### src/asrc_pkg.sv
// asrc_pkg: constants, types and helpers for the auto-sleep rate control block.
// assumes a 100 MHz sys_clk and 32-bit AXI4-Lite register access.
package asrc_pkg;

    localparam int CLK_HZ = 100_000_000;
    localparam int BASE_PERIOD_US = 1250;  // 1.25 ms, the 800 Hz period
    localparam int STEP_SHORT_MS = 320;
    localparam int STEP_LONG_MS = 640;
    localparam int BASE_TICK_CYCLES_DFLT = BASE_PERIOD_US * (CLK_HZ / 1_000_000);
    localparam logic [9:0] STEP_SHORT_TICKS = 10'(STEP_SHORT_MS * 1000 / BASE_PERIOD_US);
    localparam logic [9:0] STEP_LONG_TICKS = 10'(STEP_LONG_MS * 1000 / BASE_PERIOD_US);

    // sample period in 1.25 ms base ticks per output rate code
    localparam logic [9:0] TICKS_800 = 10'h001;
    localparam logic [9:0] TICKS_400 = 10'h002;
    localparam logic [9:0] TICKS_200 = 10'h004;
    localparam logic [9:0] TICKS_100 = 10'h008;
    localparam logic [9:0] TICKS_50 = 10'h010;
    localparam logic [9:0] TICKS_12P5 = 10'h040;
    localparam logic [9:0] TICKS_6P25 = 10'h080;
    localparam logic [9:0] TICKS_1P56 = 10'h200;
    localparam logic [2:0] RATE_1P56 = 3'h7;

    // register indexes; byte address is four times the index
    localparam logic [7:0] IDX_INACT = 8'h29;
    localparam logic [7:0] IDX_SC1 = 8'h2A;
    localparam logic [7:0] IDX_SC2 = 8'h2B;
    localparam logic [7:0] IDX_WAKE = 8'h2C;
    localparam logic [7:0] IDX_IEN = 8'h2D;
    localparam logic [7:0] IDX_STAT = 8'h30;

    localparam logic [7:0] REG_RST = 8'h00;
    localparam int SC1_ACTIVE_BIT = 0;
    localparam int SC1_FREAD_BIT = 1;
    localparam int SC1_NOISE_BIT = 2;
    localparam int SC1_RATE_LSB = 3;
    localparam int SC1_ASLP_LSB = 6;
    localparam int SC2_SLEEP_EN_BIT = 2;
    localparam logic [7:0] SC2_MASK = 8'h9F;  // software reset bit reads zero
    localparam logic [7:0] WAKE_MASK = 8'h7B;
    localparam logic [7:0] IEN_MASK = 8'hBD;
    localparam int FN_LSB = 3;  // wake selects ffmt,tap,orient,trans at bits 3..6
    localparam int IEN_FN_LSB = 2;  // enables ffmt,tap,orient,trans at bits 2..5
    localparam int IEN_ASLP_BIT = 7;
    localparam int STAT_FLAG_BIT = 7;

    localparam logic [1:0] MODE_STANDBY = 2'h0;
    localparam logic [1:0] MODE_WAKE = 2'h1;
    localparam logic [1:0] MODE_SLEEP = 2'h2;
    localparam logic [1:0] RESP_OKAY = 2'h0;
    localparam logic [1:0] RESP_SLVERR = 2'h2;

    typedef enum logic [2:0] {
        ST_STANDBY = 3'b001,
        ST_WAKE = 3'b010,
        ST_SLEEP = 3'b100
    } asrc_state_t;

    // detector event pulses, one cycle each
    typedef struct packed {
        logic transient_event;
        logic orientation_event;
        logic tap_event;
        logic freefall_motion_event;
        logic sample_ready_event;
    } asrc_events_t;

    function automatic logic [7:0] reg_addr(input logic [7:0] idx);
        return {idx[5:0], 2'b00};
    endfunction

    function automatic logic [9:0] rate_ticks(input logic [2:0] code);
        case (code)
            3'h0: return TICKS_800;
            3'h1: return TICKS_400;
            3'h2: return TICKS_200;
            3'h3: return TICKS_100;
            3'h4: return TICKS_50;
            3'h5: return TICKS_12P5;
            3'h6: return TICKS_6P25;
            default: return TICKS_1P56;
        endcase
    endfunction

    // sleep code 00..11 maps onto output codes 100..111
    function automatic logic [2:0] sleep_rate_code(input logic [1:0] s);
        return {1'b1, s};
    endfunction

endpackage

### src/asrc_top.sv
// asrc_top: auto sleep/wake rate control with its control registers.
// assumes an AXI4-Lite master and one-cycle event pulses from the detectors.
`timescale 1ns/10ps
module asrc_top
    import asrc_pkg::*;
#(
    parameter int BASE_TICK_CYCLES = BASE_TICK_CYCLES_DFLT
)(
    input wire logic sys_clk,
    input wire logic rst_n,
    input wire logic [7:0] s_axi_awaddr,
    input wire logic s_axi_awvalid,
    output logic s_axi_awready,
    input wire logic [31:0] s_axi_wdata,
    input wire logic [3:0] s_axi_wstrb,
    input wire logic s_axi_wvalid,
    output logic s_axi_wready,
    output logic [1:0] s_axi_bresp,
    output logic s_axi_bvalid,
    input wire logic s_axi_bready,
    input wire logic [7:0] s_axi_araddr,
    input wire logic s_axi_arvalid,
    output logic s_axi_arready,
    output logic [31:0] s_axi_rdata,
    output logic [1:0] s_axi_rresp,
    output logic s_axi_rvalid,
    input wire logic s_axi_rready,
    input asrc_events_t det_events,
    output logic active_mode,
    output logic sleep_mode,
    output logic sample_tick,
    output logic [2:0] sample_rate_code,
    output logic low_noise_select,
    output logic fast_read_select,
    output logic sleep_wake_irq
);
    logic [7:0] inactivity_duration_r;
    logic [7:0] system_control_one_r;
    logic [7:0] system_control_two_r;
    logic [7:0] wake_source_control_r;
    logic [7:0] interrupt_enable_control_r;
    logic flag_r;
    logic [7:0] awaddr_r;
    logic [31:0] wdata_r;
    logic [3:0] wstrb_r;
    logic wr_fire_r;
    asrc_state_t state_r;
    asrc_state_t state_nxt;
    logic base_tick;
    logic expired;
    logic restart;
    logic wake_hit;
    logic [3:0] fn_events;
    logic [3:0] fn_wake_mask;
    logic flag_set;
    logic flag_clr;
    logic [1:0] mode_code;
    logic [31:0] rd_word;

    function automatic logic mapped(input logic [7:0] a);
        if (a == reg_addr(IDX_INACT))
            return 1'b1;
        else if (a == reg_addr(IDX_SC1))
            return 1'b1;
        else if (a == reg_addr(IDX_SC2))
            return 1'b1;
        else if (a == reg_addr(IDX_WAKE))
            return 1'b1;
        else if (a == reg_addr(IDX_IEN))
            return 1'b1;
        else if (a == reg_addr(IDX_STAT))
            return 1'b1;
        else
            return 1'b0;
    endfunction

    function automatic logic wr_hit(input logic [7:0] idx, input logic fire, input logic [7:0] a,
                                    input logic [3:0] strb);
        return fire && (a == reg_addr(idx)) && strb[0];
    endfunction

    // write address channel; taken once, released after the response
    always_ff @(posedge sys_clk)
    begin
        if (!rst_n) begin
            s_axi_awready <= 1'b1;
            awaddr_r <= 8'h00;
        end else if (s_axi_awvalid && s_axi_awready) begin
            s_axi_awready <= 1'b0;
            awaddr_r <= s_axi_awaddr;
        end else if (s_axi_bvalid && s_axi_bready)
            s_axi_awready <= 1'b1;
    end

    // write data channel, independent of the address so either may come first
    always_ff @(posedge sys_clk)
    begin
        if (!rst_n) begin
            s_axi_wready <= 1'b1;
            wdata_r <= 32'h00000000;
            wstrb_r <= 4'h0;
        end else if (s_axi_wvalid && s_axi_wready) begin
            s_axi_wready <= 1'b0;
            wdata_r <= s_axi_wdata;
            wstrb_r <= s_axi_wstrb;
        end else if (s_axi_bvalid && s_axi_bready)
            s_axi_wready <= 1'b1;
    end

    // one write pulse once both halves are held, then the response
    always_ff @(posedge sys_clk)
    begin
        if (!rst_n) begin
            wr_fire_r <= 1'b0;
            s_axi_bvalid <= 1'b0;
            s_axi_bresp <= RESP_OKAY;
        end else begin
            wr_fire_r <= !s_axi_awready && !s_axi_wready && !s_axi_bvalid && !wr_fire_r;
            if (wr_fire_r) begin
                s_axi_bvalid <= 1'b1;
                s_axi_bresp <= mapped(awaddr_r) ? RESP_OKAY : RESP_SLVERR;
            end else if (s_axi_bvalid && s_axi_bready)
                s_axi_bvalid <= 1'b0;
        end
    end

    // read mux; registers are bytes in the low lane, upper bits read zero
    always_comb
    begin
        rd_word = 32'h00000000;
        if (s_axi_araddr == reg_addr(IDX_INACT))
            rd_word[7:0] = inactivity_duration_r;
        else if (s_axi_araddr == reg_addr(IDX_SC1))
            rd_word[7:0] = system_control_one_r;
        else if (s_axi_araddr == reg_addr(IDX_SC2))
            rd_word[7:0] = system_control_two_r;
        else if (s_axi_araddr == reg_addr(IDX_WAKE))
            rd_word[7:0] = wake_source_control_r;
        else if (s_axi_araddr == reg_addr(IDX_IEN))
            rd_word[7:0] = interrupt_enable_control_r;
        else if (s_axi_araddr == reg_addr(IDX_STAT))
            rd_word[7:0] = {flag_r, 5'b00000, mode_code};
    end

    // read channel; data answers one edge after the address is taken
    always_ff @(posedge sys_clk)
    begin
        if (!rst_n) begin
            s_axi_arready <= 1'b1;
            s_axi_rvalid <= 1'b0;
            s_axi_rdata <= 32'h00000000;
            s_axi_rresp <= RESP_OKAY;
        end else if (s_axi_arvalid && s_axi_arready) begin
            s_axi_arready <= 1'b0;
            s_axi_rvalid <= 1'b1;
            s_axi_rdata <= rd_word;
            s_axi_rresp <= mapped(s_axi_araddr) ? RESP_OKAY : RESP_SLVERR;
        end else if (s_axi_rvalid && s_axi_rready) begin
            s_axi_rvalid <= 1'b0;
            s_axi_arready <= 1'b1;
        end
    end

    // inactivity duration, plain byte
    always_ff @(posedge sys_clk)
    begin
        if (!rst_n)
            inactivity_duration_r <= REG_RST;
        else if (wr_hit(IDX_INACT, wr_fire_r, awaddr_r, wstrb_r))
            inactivity_duration_r <= wdata_r[7:0];
    end

    // control one: while active only the active bit follows a write
    always_ff @(posedge sys_clk)
    begin
        if (!rst_n)
            system_control_one_r <= REG_RST;
        else if (wr_hit(IDX_SC1, wr_fire_r, awaddr_r, wstrb_r)) begin
            if (system_control_one_r[SC1_ACTIVE_BIT])
                system_control_one_r[SC1_ACTIVE_BIT] <= wdata_r[SC1_ACTIVE_BIT];
            else
                system_control_one_r <= wdata_r[7:0];
        end
    end

    // control two, wake selects, interrupt enables
    always_ff @(posedge sys_clk)
    begin
        if (!rst_n) begin
            system_control_two_r <= REG_RST;
            wake_source_control_r <= REG_RST;
            interrupt_enable_control_r <= REG_RST;
        end else begin
            if (wr_hit(IDX_SC2, wr_fire_r, awaddr_r, wstrb_r))
                system_control_two_r <= wdata_r[7:0] & SC2_MASK;
            if (wr_hit(IDX_WAKE, wr_fire_r, awaddr_r, wstrb_r))
                wake_source_control_r <= wdata_r[7:0] & WAKE_MASK;
            if (wr_hit(IDX_IEN, wr_fire_r, awaddr_r, wstrb_r))
                interrupt_enable_control_r <= wdata_r[7:0] & IEN_MASK;
        end
    end

    // detector events; sample-ready and sleep/wake are left out on purpose
    assign fn_events = {det_events.transient_event, det_events.orientation_event,
                        det_events.tap_event, det_events.freefall_motion_event};
    assign restart = |fn_events;
    assign fn_wake_mask = wake_source_control_r[FN_LSB +: 4]
                          & interrupt_enable_control_r[IEN_FN_LSB +: 4];
    assign wake_hit = |(fn_events & fn_wake_mask);

    // mode sequencing
    always_comb
    begin
        state_nxt = state_r;
        case (state_r)
            ST_STANDBY:
            begin
                if (system_control_one_r[SC1_ACTIVE_BIT])
                    state_nxt = ST_WAKE;
            end
            ST_WAKE:
            begin
                if (!system_control_one_r[SC1_ACTIVE_BIT])
                    state_nxt = ST_STANDBY;
                else if (system_control_two_r[SC2_SLEEP_EN_BIT] && expired && !restart)
                    state_nxt = ST_SLEEP;
            end
            ST_SLEEP:
            begin
                if (!system_control_one_r[SC1_ACTIVE_BIT])
                    state_nxt = ST_STANDBY;
                else if (!system_control_two_r[SC2_SLEEP_EN_BIT])
                    state_nxt = ST_WAKE;
                else if (wake_hit)
                    state_nxt = ST_WAKE;
            end
            default: state_nxt = ST_STANDBY;
        endcase
    end

    // state and the mode outputs, all registered together
    always_ff @(posedge sys_clk)
    begin
        if (!rst_n) begin
            state_r <= ST_STANDBY;
            active_mode <= 1'b0;
            sleep_mode <= 1'b0;
            sample_rate_code <= 3'h0;
        end else begin
            state_r <= state_nxt;
            active_mode <= (state_nxt != ST_STANDBY);
            sleep_mode <= (state_nxt == ST_SLEEP);
            if (state_nxt == ST_SLEEP)
                sample_rate_code <= sleep_rate_code(system_control_one_r[SC1_ASLP_LSB +: 2]);
            else
                sample_rate_code <= system_control_one_r[SC1_RATE_LSB +: 3];
        end
    end

    assign mode_code = (state_r == ST_SLEEP) ? MODE_SLEEP :
                       (state_r == ST_WAKE) ? MODE_WAKE : MODE_STANDBY;

    // sleep/wake flag: set wins over a write-one clear in the same cycle
    assign flag_set = interrupt_enable_control_r[IEN_ASLP_BIT]
                      && (((state_r == ST_WAKE) && (state_nxt == ST_SLEEP))
                      || ((state_r == ST_SLEEP) && (state_nxt == ST_WAKE)));
    assign flag_clr = wr_hit(IDX_STAT, wr_fire_r, awaddr_r, wstrb_r) && wdata_r[STAT_FLAG_BIT];

    always_ff @(posedge sys_clk)
    begin
        if (!rst_n) begin
            flag_r <= 1'b0;
            sleep_wake_irq <= 1'b0;
        end else begin
            flag_r <= flag_set || (flag_r && !flag_clr);
            sleep_wake_irq <= flag_set || (flag_r && !flag_clr);
        end
    end

    // option bits handed to the data path
    always_ff @(posedge sys_clk)
    begin
        if (!rst_n) begin
            low_noise_select <= 1'b0;
            fast_read_select <= 1'b0;
        end else begin
            low_noise_select <= system_control_one_r[SC1_NOISE_BIT];
            fast_read_select <= system_control_one_r[SC1_FREAD_BIT];
        end
    end

    asrc_timebase #(
        .BASE_CYCLES(BASE_TICK_CYCLES)
    ) u_timebase (
        .sys_clk(sys_clk),
        .rst_n(rst_n),
        .run(active_mode),
        .rate_code(sample_rate_code),
        .base_tick(base_tick),
        .sample_tick(sample_tick)
    );

    // timer only runs awake; sleep clears it, so a wake restarts it from zero
    asrc_inact_timer u_inact (
        .sys_clk(sys_clk),
        .rst_n(rst_n),
        .run(state_r == ST_WAKE),
        .restart(restart),
        .base_tick(base_tick),
        .long_step(system_control_one_r[SC1_RATE_LSB +: 3] == RATE_1P56),
        .duration(inactivity_duration_r),
        .expired(expired)
    );
endmodule // asrc_top

### src/asrc_timebase.sv
// asrc_timebase: 1.25 ms base tick and sample tick at the selected rate.
// assumes rate_code only changes from a registered source.
`timescale 1ns/10ps
module asrc_timebase
    import asrc_pkg::*;
#(
    parameter int BASE_CYCLES = BASE_TICK_CYCLES_DFLT
)(
    input wire logic sys_clk,
    input wire logic rst_n,
    input wire logic run,
    input wire logic [2:0] rate_code,
    output logic base_tick,
    output logic sample_tick
);
    localparam int PW = $clog2(BASE_CYCLES + 1);
    logic [PW-1:0] pre_cnt_r;
    logic [9:0] div_cnt_r;
    logic [2:0] rate_d_r;
    logic pre_wrap;

    assign pre_wrap = (pre_cnt_r == PW'(BASE_CYCLES - 1));

    // base prescaler, held at zero in standby
    always_ff @(posedge sys_clk)
    begin
        if (!rst_n || !run) begin
            pre_cnt_r <= '0;
            base_tick <= 1'b0;
        end else begin
            pre_cnt_r <= pre_wrap ? '0 : pre_cnt_r + 1'b1;
            base_tick <= pre_wrap;
        end
    end

    // sample divider restarts on any rate change so the new period starts clean
    always_ff @(posedge sys_clk)
    begin
        if (!rst_n || !run) begin
            div_cnt_r <= '0;
            rate_d_r <= 3'h0;
            sample_tick <= 1'b0;
        end else begin
            rate_d_r <= rate_code;
            sample_tick <= 1'b0;
            if (rate_d_r != rate_code)
                div_cnt_r <= '0;
            else if (pre_wrap) begin
                if (div_cnt_r == rate_ticks(rate_code) - 10'h001) begin
                    div_cnt_r <= '0;
                    sample_tick <= 1'b1;
                end else
                    div_cnt_r <= div_cnt_r + 10'h001;
            end
        end
    end
endmodule // asrc_timebase

### src/asrc_inact_timer.sv
// asrc_inact_timer: counts inactivity in 320 ms or 640 ms units.
// assumes base_tick is a one-cycle pulse every 1.25 ms while active.
`timescale 1ns/10ps
module asrc_inact_timer
    import asrc_pkg::*;
(
    input wire logic sys_clk,
    input wire logic rst_n,
    input wire logic run,
    input wire logic restart,
    input wire logic base_tick,
    input wire logic long_step,
    input wire logic [7:0] duration,
    output logic expired
);
    logic [9:0] step_cnt_r;
    logic [7:0] units_r;
    logic [9:0] step_len;

    assign step_len = long_step ? STEP_LONG_TICKS : STEP_SHORT_TICKS;

    // units saturate at 255 so a long quiet spell never wraps back to zero
    always_ff @(posedge sys_clk)
    begin
        if (!rst_n || !run || restart) begin
            step_cnt_r <= '0;
            units_r <= 8'h00;
        end else if (base_tick) begin
            if (step_cnt_r >= step_len - 10'h001) begin
                step_cnt_r <= '0;
                if (units_r != 8'hFF)
                    units_r <= units_r + 8'h01;
            end else
                step_cnt_r <= step_cnt_r + 10'h001;
        end
    end

    // expiry level, cleared the cycle after a restart
    always_ff @(posedge sys_clk)
    begin
        if (!rst_n || !run || restart)
            expired <= 1'b0;
        else
            expired <= (units_r >= duration);
    end
endmodule // asrc_inact_timer

### config.mk
export PLATFORM = sky130hd
export DESIGN_NAME = asrc_top
export DESIGN_NICKNAME = d
export VERILOG_FILES = /design/src/asrc_pkg.sv /design/src/asrc_top.sv /design/src/asrc_timebase.sv /design/src/asrc_inact_timer.sv
export SDC_FILE = /design/constraint.sdc
export NUM_CORES = 1
export LEC_CHECK = 0
export ABC_AREA = 1
export BUFFER_PORTS_ARGS = -buffer_cell sky130_fd_sc_hd__buf_2
export CAP_MARGIN = 15
export CORE_MARGIN = 8
export CORE_UTILIZATION = 29
export DETAILED_ROUTE_END_ITERATION = 10
export SETUP_SLACK_MARGIN = 0.1
export SYNTH_ARGS = -nofsm -noshare
export SYNTH_HDL_FRONTEND = slang
export SYNTH_HIERARCHICAL = 1
export SYNTH_SLANG_ARGS = --single-unit
### constraint.sdc
create_clock -name sys_clk -period 2.1 [get_ports sys_clk]
set_clock_uncertainty 0.15 [all_clocks]
set_input_delay 0.105 -clock sys_clk [delete_from_list [all_inputs] [get_ports sys_clk]]
set_output_delay 0.105 -clock sys_clk [all_outputs]
set_load 0.1 [all_outputs]
==> results of run 1 <==
[metrics by stage]
step,area [um^2],power (W)
after global placement,7230,0.00310
final,8230,0.00634
after floorplan,6830,0.00303
after detailed placement,7230,0.00310
after global routing,8230,0.00656
after CTS,8150,0.00640
[logic make-up (layout without fill, tap and decap cells)]
logic type | Yosys count | count (layout) | share of synthesized area, %
fa+ha+maj | 14 | 14 | 2.62
other cells | 1 | 26 | 0.0561
flops | 129 | 129 | 38.6
simple gates | 478 | 478 | 34.3
compound gates | 139 | 139 | 10.8
xor+xnor | 16 | 16 | 2.10
buf+inv | 161 | 248 | 11.3
mux | 1 | 1 | 0.150
[cell type report]
cell class              instances  area (um^2)  share of cell area [%]
flip-flops and latches        129         2600                    31.5
repair buffers                106          731                    8.87
clock inverters                14          201                    2.45
multi-input cells             674         3490                    42.4
inverters                     110          418                    5.08
clock buffers                  18          439                    5.33
well taps                     285          357                    4.33
[timing repair]
action / CTS / global route
pin swaps: 0 / 4
endpoints found under the hold margin: 30 / 0
buffers inserted: 0 / 6
gates resized for setup: 1 / 10
setup endpoints to repair: 2 / 24
hold buffers: 28 / 0
[registers in the layout, summed over array words and instances (netlist names), 8 cells and up]
register and flops:
wdata_r 8, awaddr_r 8, system_control_one_r 8, u_timebase/pre_cnt_r 17, u_inact/units_r 8, inactivity_duration_r 8
u_timebase/div_cnt_r 10, s_axi_rdata 8, u_inact/step_cnt_r 10
[cells in the final DEF, fill, tap and decap left out, types with 17 or more instances in the layout]
cell	Yosys	routed
o21ai_0	42	41
nand3_1	80	79
nand4_1	18	18
clkbuf_16	0	17
dlygate4sd3_1	0	28
a21oi_1	77	77
buf_2	1	59
nand2_1	179	175
buf_4	34	18
inv_1	103	102
conb_1	1	26
nor2_1	120	117
dfxtp_1	129	124
[where the power goes]
| group | switching (W) | internal, W |
|---|---|---|
| Clock | 0.00120 | 0.00204 |
| Sequential | 0.0000498 | 0.00248 |
| Combinational | 0.000440 | 0.000127 |
| Total | 0.00169 | 0.00465 |
[worst max-delay path: cells and delay by family, from the launching register on]
family	cells	cell delay, ns
AND/OR/NAND/NOR	11	0.90
adder cells (fa/ha/maj)	1	0.16
flip-flops	1	0.43
buffers and inverters	2	0.11
[path summary, 6_finish.rpt]
path | start | to | slack [ns] | depth (start not counted)
hold reg to reg | u_timebase/pre_cnt_r[0] | u_timebase/pre_cnt_r[0] | 0.29 | 1
setup / recovery | sample_rate_code[2] | u_timebase/div_cnt_r[0] | 0.23 | 14
setup reg to reg | sample_rate_code[2] | u_timebase/div_cnt_r[0] | 0.23 | 14
hold / removal | s_axi_wvalid | wdata_r[1] | 0.001 | 3
[per-layer routing]
layer  share of wire, %  up-vias
met5                  0        -
met4                1.7        0
met3                4.0       18
met2                 48      128
met1                 46     2789
li1                   -     3191
==> out/results.txt, run 1 <==
library cells used by synthesis: 44
Routability Congestion: 0.863
PortBufs: 59
final core occ: 36.4%
Commonest cells post-synth: nand2_1, dfxtp_1, nor2_1
crit path time final: 1.87 ns
Worst setup SP type: flop
Detailed Place HPWL: 12,500 um
Yosys top cell by area: dfxtp_1
outcome: completed
ys flop type: dfxtp_1
largest net degree at the start of global routing: 29
antenna violations before repair: 0
Clock Pin Slew Worst Setup and Hold Paths: 0.06 ns
gr busiest metal: met2
fraction of registers with async set/reset: 0%
setup TNS: 0 ns
slowest stage cell, crit path: dfxtp_4
post-route ant nets: 0
worst path cell trace: inv_6 -> nand2_2 -> ha_4 -> inv_1 -> nand2_1 -> nand2_1 -> nand2_1 -> nand2_1 -> nor2_2 -> nand2_1 -> nor2_2 -> nand2_2 -> nand2_4 -> nor2_1
mapped cell area: 6690 um^2
dpl cells: 1,270
global-route usage over all layers: 12.2%
synth top area cells: dfxtp_1, nand2_1, nor2_1
1st-iter DRT viols: 494
cell count after synthesis: 939
root buf cell: clkbuf_16
HP Class: input pin to flop
GR Util met1: 15.2%
RSZ-0062 raised after global routing: false
Slew Limit Headroom: 65.2%
setup slack after layout: 0.229 ns
Finished Layout Cells: 1,336
GR Overflow Total: 0
Tcrit/Tclk final: 89.1%
Worst setup EP type: flop
synth warn: 6
CTS Buf Count: 17
vias in the first global route: 5,658
Post-synth EDFFs: 0
max-cap violations: 0
global-route wire length before repair: 28,000 um
clock sinks: 129
worst path required time: 2.26 ns
DR vias/cell: 4.59
Worst Tran Pin Value: 0.519 ns
Yosys top cell area share: 38.6%
worst slack, placed: 0.101 ns
LEAKAGE: 3.37 nW
# rows: 55
sequential-to-total area share from yosys stat: 38.6%
final net count: 1,116
total number of vias: 6,126
flops & latches, synth: 129
peak supply drop: 0.360 mV
worst hold slack: 0.000972 ns
Syn-to-layout area delta: 23.2%
first-pass iteration count of the detailed router: 5
fill cell count: 2,380
Ports: 114
Skew-Pair Late Insertion Delay: 0.42 ns
Fmax: 0.535 GHz
GRT met3 Usage: 2.99%
Final Max Tran Viols: 0
final hold viol count: 0
share of cells above drive strength 1: 17.9%
wirelength, routed: 17,200 um
Die ar.: 28,200 um^2
Mean Syn Cell Area: 7.12 um^2
count leader, synth: nand2_1
Critical Path Max Stage Delay: 0.43 ns
CORE AREA: 22,600 um^2
Setup Crit Path Kind: flop to flop
met2 GRT Util: 20.2%
critical-path maximum fanout: 10
drt wl/cell: 12.9 um
CP most frequent cell: nand2_1
# setup viols final: 0
Initial Utilization: 29.5%
H-tree levels: 4
CTS max path bufs: 2
diodes inserted: 0
# DRC: 0
chip height: 168 um
Worst Path Arrival: 2.03 ns
PD cells: 770 nW/um^2
CTS tree: built
die extent in x: 168 um
Power figures use the tool's default switching activity.
==> inputs of run 2 (changes only) <==
- CORE_MARGIN: 8 -> 3
- SYNTH_HIERARCHICAL: 1 -> not set
==> out/results.txt, run 2 <==
RR Endpoint: u_timebase.div_cnt_r[4]
Commonest cells post-synth: nand2_1, dfxtp_1, nor2_1
RSZ-0062 raised after global routing: true
Skew-Pair Late Insertion Delay: 0.42 ns (about the same)
# setup viols final: 0 (unchanged)
Finished Layout Cells: 1,313 (-1.7%)
CTS max path bufs: 2 (unchanged)
final hold viol count: 0 (unchanged)
post-route ant nets: 0 (unchanged)
area of the multi-input gates: 3350 um^2 (-4.1%)
Fmax: 0.524 GHz (-2.0%)
synth warn: 0 (-6)
Detailed Place HPWL: 12,700 um (+1.1%)
Final Max Tran Viols: 0 (unchanged)
max-cap violations: 0 (unchanged)
worst r2r src: sample_rate_code[1]
chip height: 156 um (-6.9%)
library cells used by synthesis: 46 (+4.5%)
Worst Tran Pin Value: 0.652 ns (+0.133 ns)
Initial Utilization: 29.8% (+0.26 points)
PD cells: 812 nW/um^2 (+5.6%)
ys flop type: dfxtp_1
1st-iter DRT viols: 297 (-40%)
Tcrit/Tclk final: 90.9% (+1.8 points)
CORE AREA: 22,000 um^2 (-3.0%)
worst path required time: 2.25 ns (about the same)
Clock Pin Slew Worst Setup and Hold Paths: 0.06 ns (about the same)
Setup Crit Path Kind: flop to flop
worst slack, placed: 0.128 ns (+0.0263 ns)
cell count after synthesis: 922 (-1.8%)
sequential-to-total area share from yosys stat: 39.5% (+0.86 points)
Yosys top cell by area: dfxtp_1
FF/Latch Area: 2590 um^2 (about the same)
Post-synth EDFFs: 0 (unchanged)
GR Overflow Total: 0 (unchanged)
dpl cells: 1,256 (-1.1%)
share of cells above drive strength 1: 16.8% (-1.0 points)
Worst Path Arrival: 2.06 ns (+0.03 ns)
H-tree levels: 4 (unchanged)
LEAKAGE: 3.38 nW (+0.36%)
CTS tree: built
Ports: 114 (unchanged)
hold-critical path endpoint: s_axi_wready
Yosys top cell area share: 39.5% (+0.86 points)
count leader, synth: nand2_1
clock sinks: 129 (unchanged)
first-pass iteration count of the detailed router: 4 (-1)
largest net degree at the start of global routing: 46 (+59%)
Worst setup SP type: flop
Reg2Reg Setup Slack: 0.19 ns (-0.04 ns)
flops & latches, synth: 129 (unchanged)
# DRC: 0 (unchanged)
hold path startpoint: s_axi_wvalid
mapped cell area: 6540 um^2 (-2.2%)
Worst R2R Path Depth: 12 (-2)
setup slack after layout: 0.191 ns (-0.0382 ns)
CTS Buf Count: 17 (unchanged)
antenna violations before repair: 0 (unchanged)
commonest non-fill, non-tap cell in the layout: nand2_1
Worst setup EP type: flop
Largest Register: u_timebase.pre_cnt_r
fraction of registers with async set/reset: 0% (unchanged)
fill cell count: 2,302 (-3.3%)
Slew Limit Headroom: 56.2% (-8.9 points)
critical-path maximum fanout: 7 (-3)
wirelength, routed: 16,700 um (-2.8%)
global-route usage over all layers: 14.0% (+1.8 points)
die extent in x: 156 um (-6.9%)
drt wl/cell: 12.8 um (-1.1%)
Die ar.: 24,400 um^2 (-13%)
synth top area cells: dfxtp_1, nand2_1, nor2_1
root buf cell: clkbuf_16
final net count: 1,098 (-1.6%)
global-route wire length before repair: 27,600 um (-1.6%)
diodes inserted: 0 (unchanged)
WHS Path Cells: 5 (+2)
max reg flops: 17 (unchanged)
Mean Syn Cell Area: 7.09 um^2 (-0.37%)
Syn-to-layout area delta: 24.7%
PortBufs: 59 (unchanged)
HP Class: input pin to flop
biggest regs: u_timebase.pre_cnt_r x17, u_inact.step_cnt_r x10, u_timebase.div_cnt_r x10
most frequent cells in the layout: nand2_1, dfxtp_1, nor2_1
vias in the first global route: 5,569 (-1.6%)
crit path time final: 1.91 ns (+0.0382 ns)
Routability Congestion: 0.843 (-2.2%)
setup TNS: 0 ns (unchanged)
outcome: completed
peak supply drop: 0.448 mV (+24%)
DR vias/cell: 4.59 (about the same)
# rows: 54 (-1.8%)
total number of vias: 6,021 (-1.7%)
==> run 2: cell families after synthesis <==
logic type                 Yosys count  synth area share [%]
and+or+nand+nor                    433                  30.8
DFF                                129                  39.5
other                                1                0.0573
adders and majority gates           14                  2.68
AOI/OAI and AO/OA                  162                  13.3
xor gates and xnor gates            14                  1.87
buffers and inverters              169                  11.8
==> run 2: how the worst max path moves through the flow <==
stage / slack, ns / cells past startpoint / to / start
after global placement: 0.13 / 13 / u_timebase.div_cnt_r[4] / sample_rate_code[1]
after floorplan: 0.06 / 13 / u_timebase.div_cnt_r[1] / sample_rate_code[0]
after detailed placement: 0.13 / 13 / u_timebase.div_cnt_r[1] / sample_rate_code[1]
final: 0.19 / 12 / u_timebase.div_cnt_r[4] / sample_rate_code[1]
after global routing: 0.06 / 13 / u_timebase.div_cnt_r[5] / sample_rate_code[1]
after CTS: 0.11 / 13 / u_timebase.div_cnt_r[4] / sample_rate_code[1]
==> run 2: stage by stage <==
stage | power (W) | cell area, um^2 | hold WS [ns] | util (%)
5_1_grt | 0.00684 | 8160 | 0.0886 | 37.2
4_1_cts | 0.00670 | 8080 | 0.0345 | 36.8
3_5_place_dp | 0.00307 | 7140 | 0.211 | 32.5
2_1_floorplan | 0.00301 | 6680 | 0.114 | -
3_3_place_gp | 0.00307 | 7140 | 0.212 | 32.5
6_report | 0.00663 | 8160 | 0.0432 | 37.2
==> run 2: repair_timing <==
item,in CTS,in global routing
hold buffers,21,0
setup endpoints to repair,0,14
buffers inserted,0,4
resized for setup,0,13
endpoints found under the hold margin,30,0
==> run 2: metal layers <==
metal | vias to the layer above | global-route usage [%] | routed length [um]
li1 | 3167 | - | -
met4 | 0 | 4.13 | 278
met2 | 102 | 23.0 | 7910
met1 | 2732 | 18.4 | 7930
met5 | - | 0 | 0
met3 | 20 | 3.50 | 628
==> run 2: final cells by class <==
type	count	area share, %
clock inverters	7	2.30
well taps	280	4.29
inverters	120	5.64
clock buffers	25	6.60
multi-input cells	649	41.0
repair buffers	103	8.31
flip-flops and latches	129	31.8
==> run 2: power breakdown <==
| part | internal, W | total [W] | switching, W |
|---|---|---|---|
| logic | 0.000105 | 0.000524 | 0.000419 |
| registers | 0.00248 | 0.00253 | 0.0000421 |
| clock network | 0.00250 | 0.00358 | 0.00108 |
| total | 0.00509 | 0.00663 | 0.00154 |
==> run 2: worst max-delay path, stage by stage (launching register included) <==
cell and delay, ns:
dfxtp_4 0.38, nor2_4 0.14, nand2_4 0.07, ha_4 0.27, inv_2 0.03, nand2_2 0.05
nand3_2 0.07, nor2_2 0.10, nand2_1 0.07, nor2_2 0.14, nand4_4 0.17, nand2_4 0.12
nor2_1 0.04
==> inputs of run 3 (changes only) <==
--- a/config.mk
+++ b/config.mk
@@ -10,5 +10,6 @@
 export CAP_MARGIN = 15
-export CORE_MARGIN = 3
+export CORE_MARGIN = 1.5
 export CORE_UTILIZATION = 29
 export DETAILED_ROUTE_END_ITERATION = 10
+export REMOVE_ABC_BUFFERS = 1
 export SETUP_SLACK_MARGIN = 0.1
--- a/constraint.sdc
+++ b/constraint.sdc
@@ -4,2 +4,2 @@
 set_output_delay 0.105 -clock sys_clk [all_outputs]
-set_load 0.1 [all_outputs]
+set_load 0.01 [all_outputs]
==> out/results.txt, run 3 (synthesis gave the netlist of run 2 again) <==
PD cells: 717 nW/um^2 (-12%)
Ports: 114 (unchanged)
Worst setup EP type: flop
CORE AREA: 22,000 um^2 (unchanged)
1st-iter DRT viols: 237 (-20%)
crit path time final: 1.91 ns (+0.00128 ns)
global-route wire length before repair: 26,500 um (-3.8%)
Die ar.: 23,500 um^2 (-3.8%)
diodes inserted: 0 (unchanged)
hold-critical path endpoint: s_axi_rresp[1]
# DRC: 4 (+4)
worst path required time: 2.25 ns (about the same)
Skew-Pair Late Insertion Delay: 0.42 ns (about the same)
biggest regs: u_timebase.pre_cnt_r x17, u_inact.step_cnt_r x10, u_timebase.div_cnt_r x10
CTS tree: built
Clock Pin Slew Worst Setup and Hold Paths: 0.06 ns (about the same)
die extent in x: 153 um (-1.9%)
setup TNS: 0 ns (unchanged)
HP Class: input pin to flop
Reg2Reg Setup Slack: 0.19 ns (about the same)
GR Overflow Total: 0 (unchanged)
share of cells above drive strength 1: 16.2% (-0.60 points)
max reg flops: 17 (unchanged)
largest net degree at the start of global routing: 51 (+11%)
Syn-to-layout area delta: 21.6%
Slew Limit Headroom: 59.0% (+2.8 points)
Worst Path Arrival: 2.06 ns (about the same)
max-cap violations: 0 (unchanged)
wirelength, routed: 15,900 um (-4.9%)
H-tree levels: 4 (unchanged)
# setup viols final: 0 (unchanged)
outcome: finished, violations left
RR Endpoint: u_timebase.div_cnt_r[1]
worst r2r src: sample_rate_code[1]
Tcrit/Tclk final: 91.0% (about the same)
Routability Congestion: 0.830 (-1.6%)
Initial Utilization: 29.8% (unchanged)
total power: 0.00570 W (-14%)
most frequent cells in the layout: nand2_1, dfxtp_1, nor2_1
Detailed Place HPWL: 11,900 um (-5.9%)
# rows: 54 (unchanged)
first-pass iteration count of the detailed router: 7 (+3)
hold path startpoint: s_axi_araddr[5]
RSZ-0062 raised after global routing: true
commonest non-fill, non-tap cell in the layout: nand2_1
Worst R2R Path Depth: 12 (unchanged)
CTS Buf Count: 17 (unchanged)
chip height: 153 um (-1.9%)
drt wl/cell: 12.2 um (-4.5%)
peak supply drop: 0.402 mV (-10%)
worst hold slack: 0.0396 ns (-0.00361 ns)
CTS max path bufs: 2 (unchanged)
Setup Crit Path Kind: flop to flop
Largest Register: u_timebase.pre_cnt_r
critical-path maximum fanout: 5 (-2)
Worst Tran Pin Value: 0.610 ns (-0.0415 ns)
root buf cell: clkbuf_16
final core occ: 36.2% (-0.92 points)
total number of vias: 5,981 (-0.66%)
final net count: 1,093 (-0.46%)
final hold viol count: 0 (unchanged)
failing checks: DRC
DR vias/cell: 4.57 (-0.28%)
Worst setup SP type: flop
clock sinks: 129 (unchanged)
fill cell count: 2,291 (-0.48%)
antenna violations before repair: 0 (unchanged)
WHS Path Cells: 4 (-1)
LEAKAGE: 3.27 nW (-3.4%)
post-route ant nets: 0 (unchanged)
vias in the first global route: 5,474 (-1.7%)
Fmax: 0.524 GHz (about the same)
global-route usage over all layers: 13.9% (-0.087 points)
PortBufs: 59 (unchanged)
Final Max Tran Viols: 0 (unchanged)
==> run 3: per-layer routing <==
| metal | global-route usage [%] | up-vias | share of wire, % |
|---|---|---|---|
| li1 | - | 3162 | - |
| met1 | 18.0 | 2684 | 48 |
| met2 | 22.9 | 117 | 47 |
| met3 | 3.01 | 18 | 3.9 |
| met4 | 5.00 | 0 | 1.2 |
| met5 | 0 | - | 0 |
==> run 3: cell type report <==
class	instances	area [um^2]	area share, %
inverters	120	455	5.73
repair buffers	98	641	8.05
multi-input cells	649	3340	42.0
clock inverters	12	134	1.68
well taps	280	350	4.40
clock buffers	20	447	5.61
flip-flops and latches	129	2590	32.6
==> run 3: worst max-delay path, cell delays in order (launching register included) <==
cell	delay (ns)
dfxtp_4	0.36
nor2_4	0.13
nand2_4	0.07
ha_4	0.27
inv_2	0.04
nand2_2	0.07
nand3_2	0.07
nor2_1	0.10
nand2_1	0.07
nor2_2	0.14
nand4_4	0.16
nand2_4	0.12
nor2_1	0.04
==> run 3: worst max-delay path by stage <==
| stage | from | end | cells after the start |
|---|---|---|---|
| finish | sample_rate_code[1] | u_timebase.div_cnt_r[1] | 12 |
| floorplan | sample_rate_code[2] | u_timebase.div_cnt_r[1] | 12 |
| CTS | sample_rate_code[0] | u_timebase.div_cnt_r[1] | 12 |
| global route | sample_rate_code[1] | u_timebase.div_cnt_r[1] | 12 |
| detailed placement | sample_rate_code[0] | u_timebase.div_cnt_r[1] | 12 |
| global placement | sample_rate_code[0] | u_timebase.div_cnt_r[1] | 12 |
==> run 3: through the flow <==
stage	std cells	instance area [um^2]	setup slack, ns
final	1308	7960	0.190
after global routing	1308	7960	0.0420
after CTS	1304	7860	0.101
after detailed placement	1251	7070	0.00182
after global placement	1251	7070	0.0614
after floorplan	898	6310	0.0240
==> run 3: what timing repair did <==
item / in CTS / in global routing
setup buffers: 0 / 4
endpoints found under the hold margin: 29 / 0
endpoints found under the setup margin: 10 / 17
pin swaps: 0 / 7
resized for setup: 3 / 16
hold buffers: 21 / 0
cloned: 0 / 0
==> run 3: power breakdown <==
group / switching, W / leakage, nW / internal (W)
Clock: 0.00113 / 0.269 / 0.00178
Sequential: 0.0000437 / 1.05 / 0.00248
Combinational: 0.000158 / 1.95 / 0.000101
Total: 0.00134 / 3.27 / 0.00436
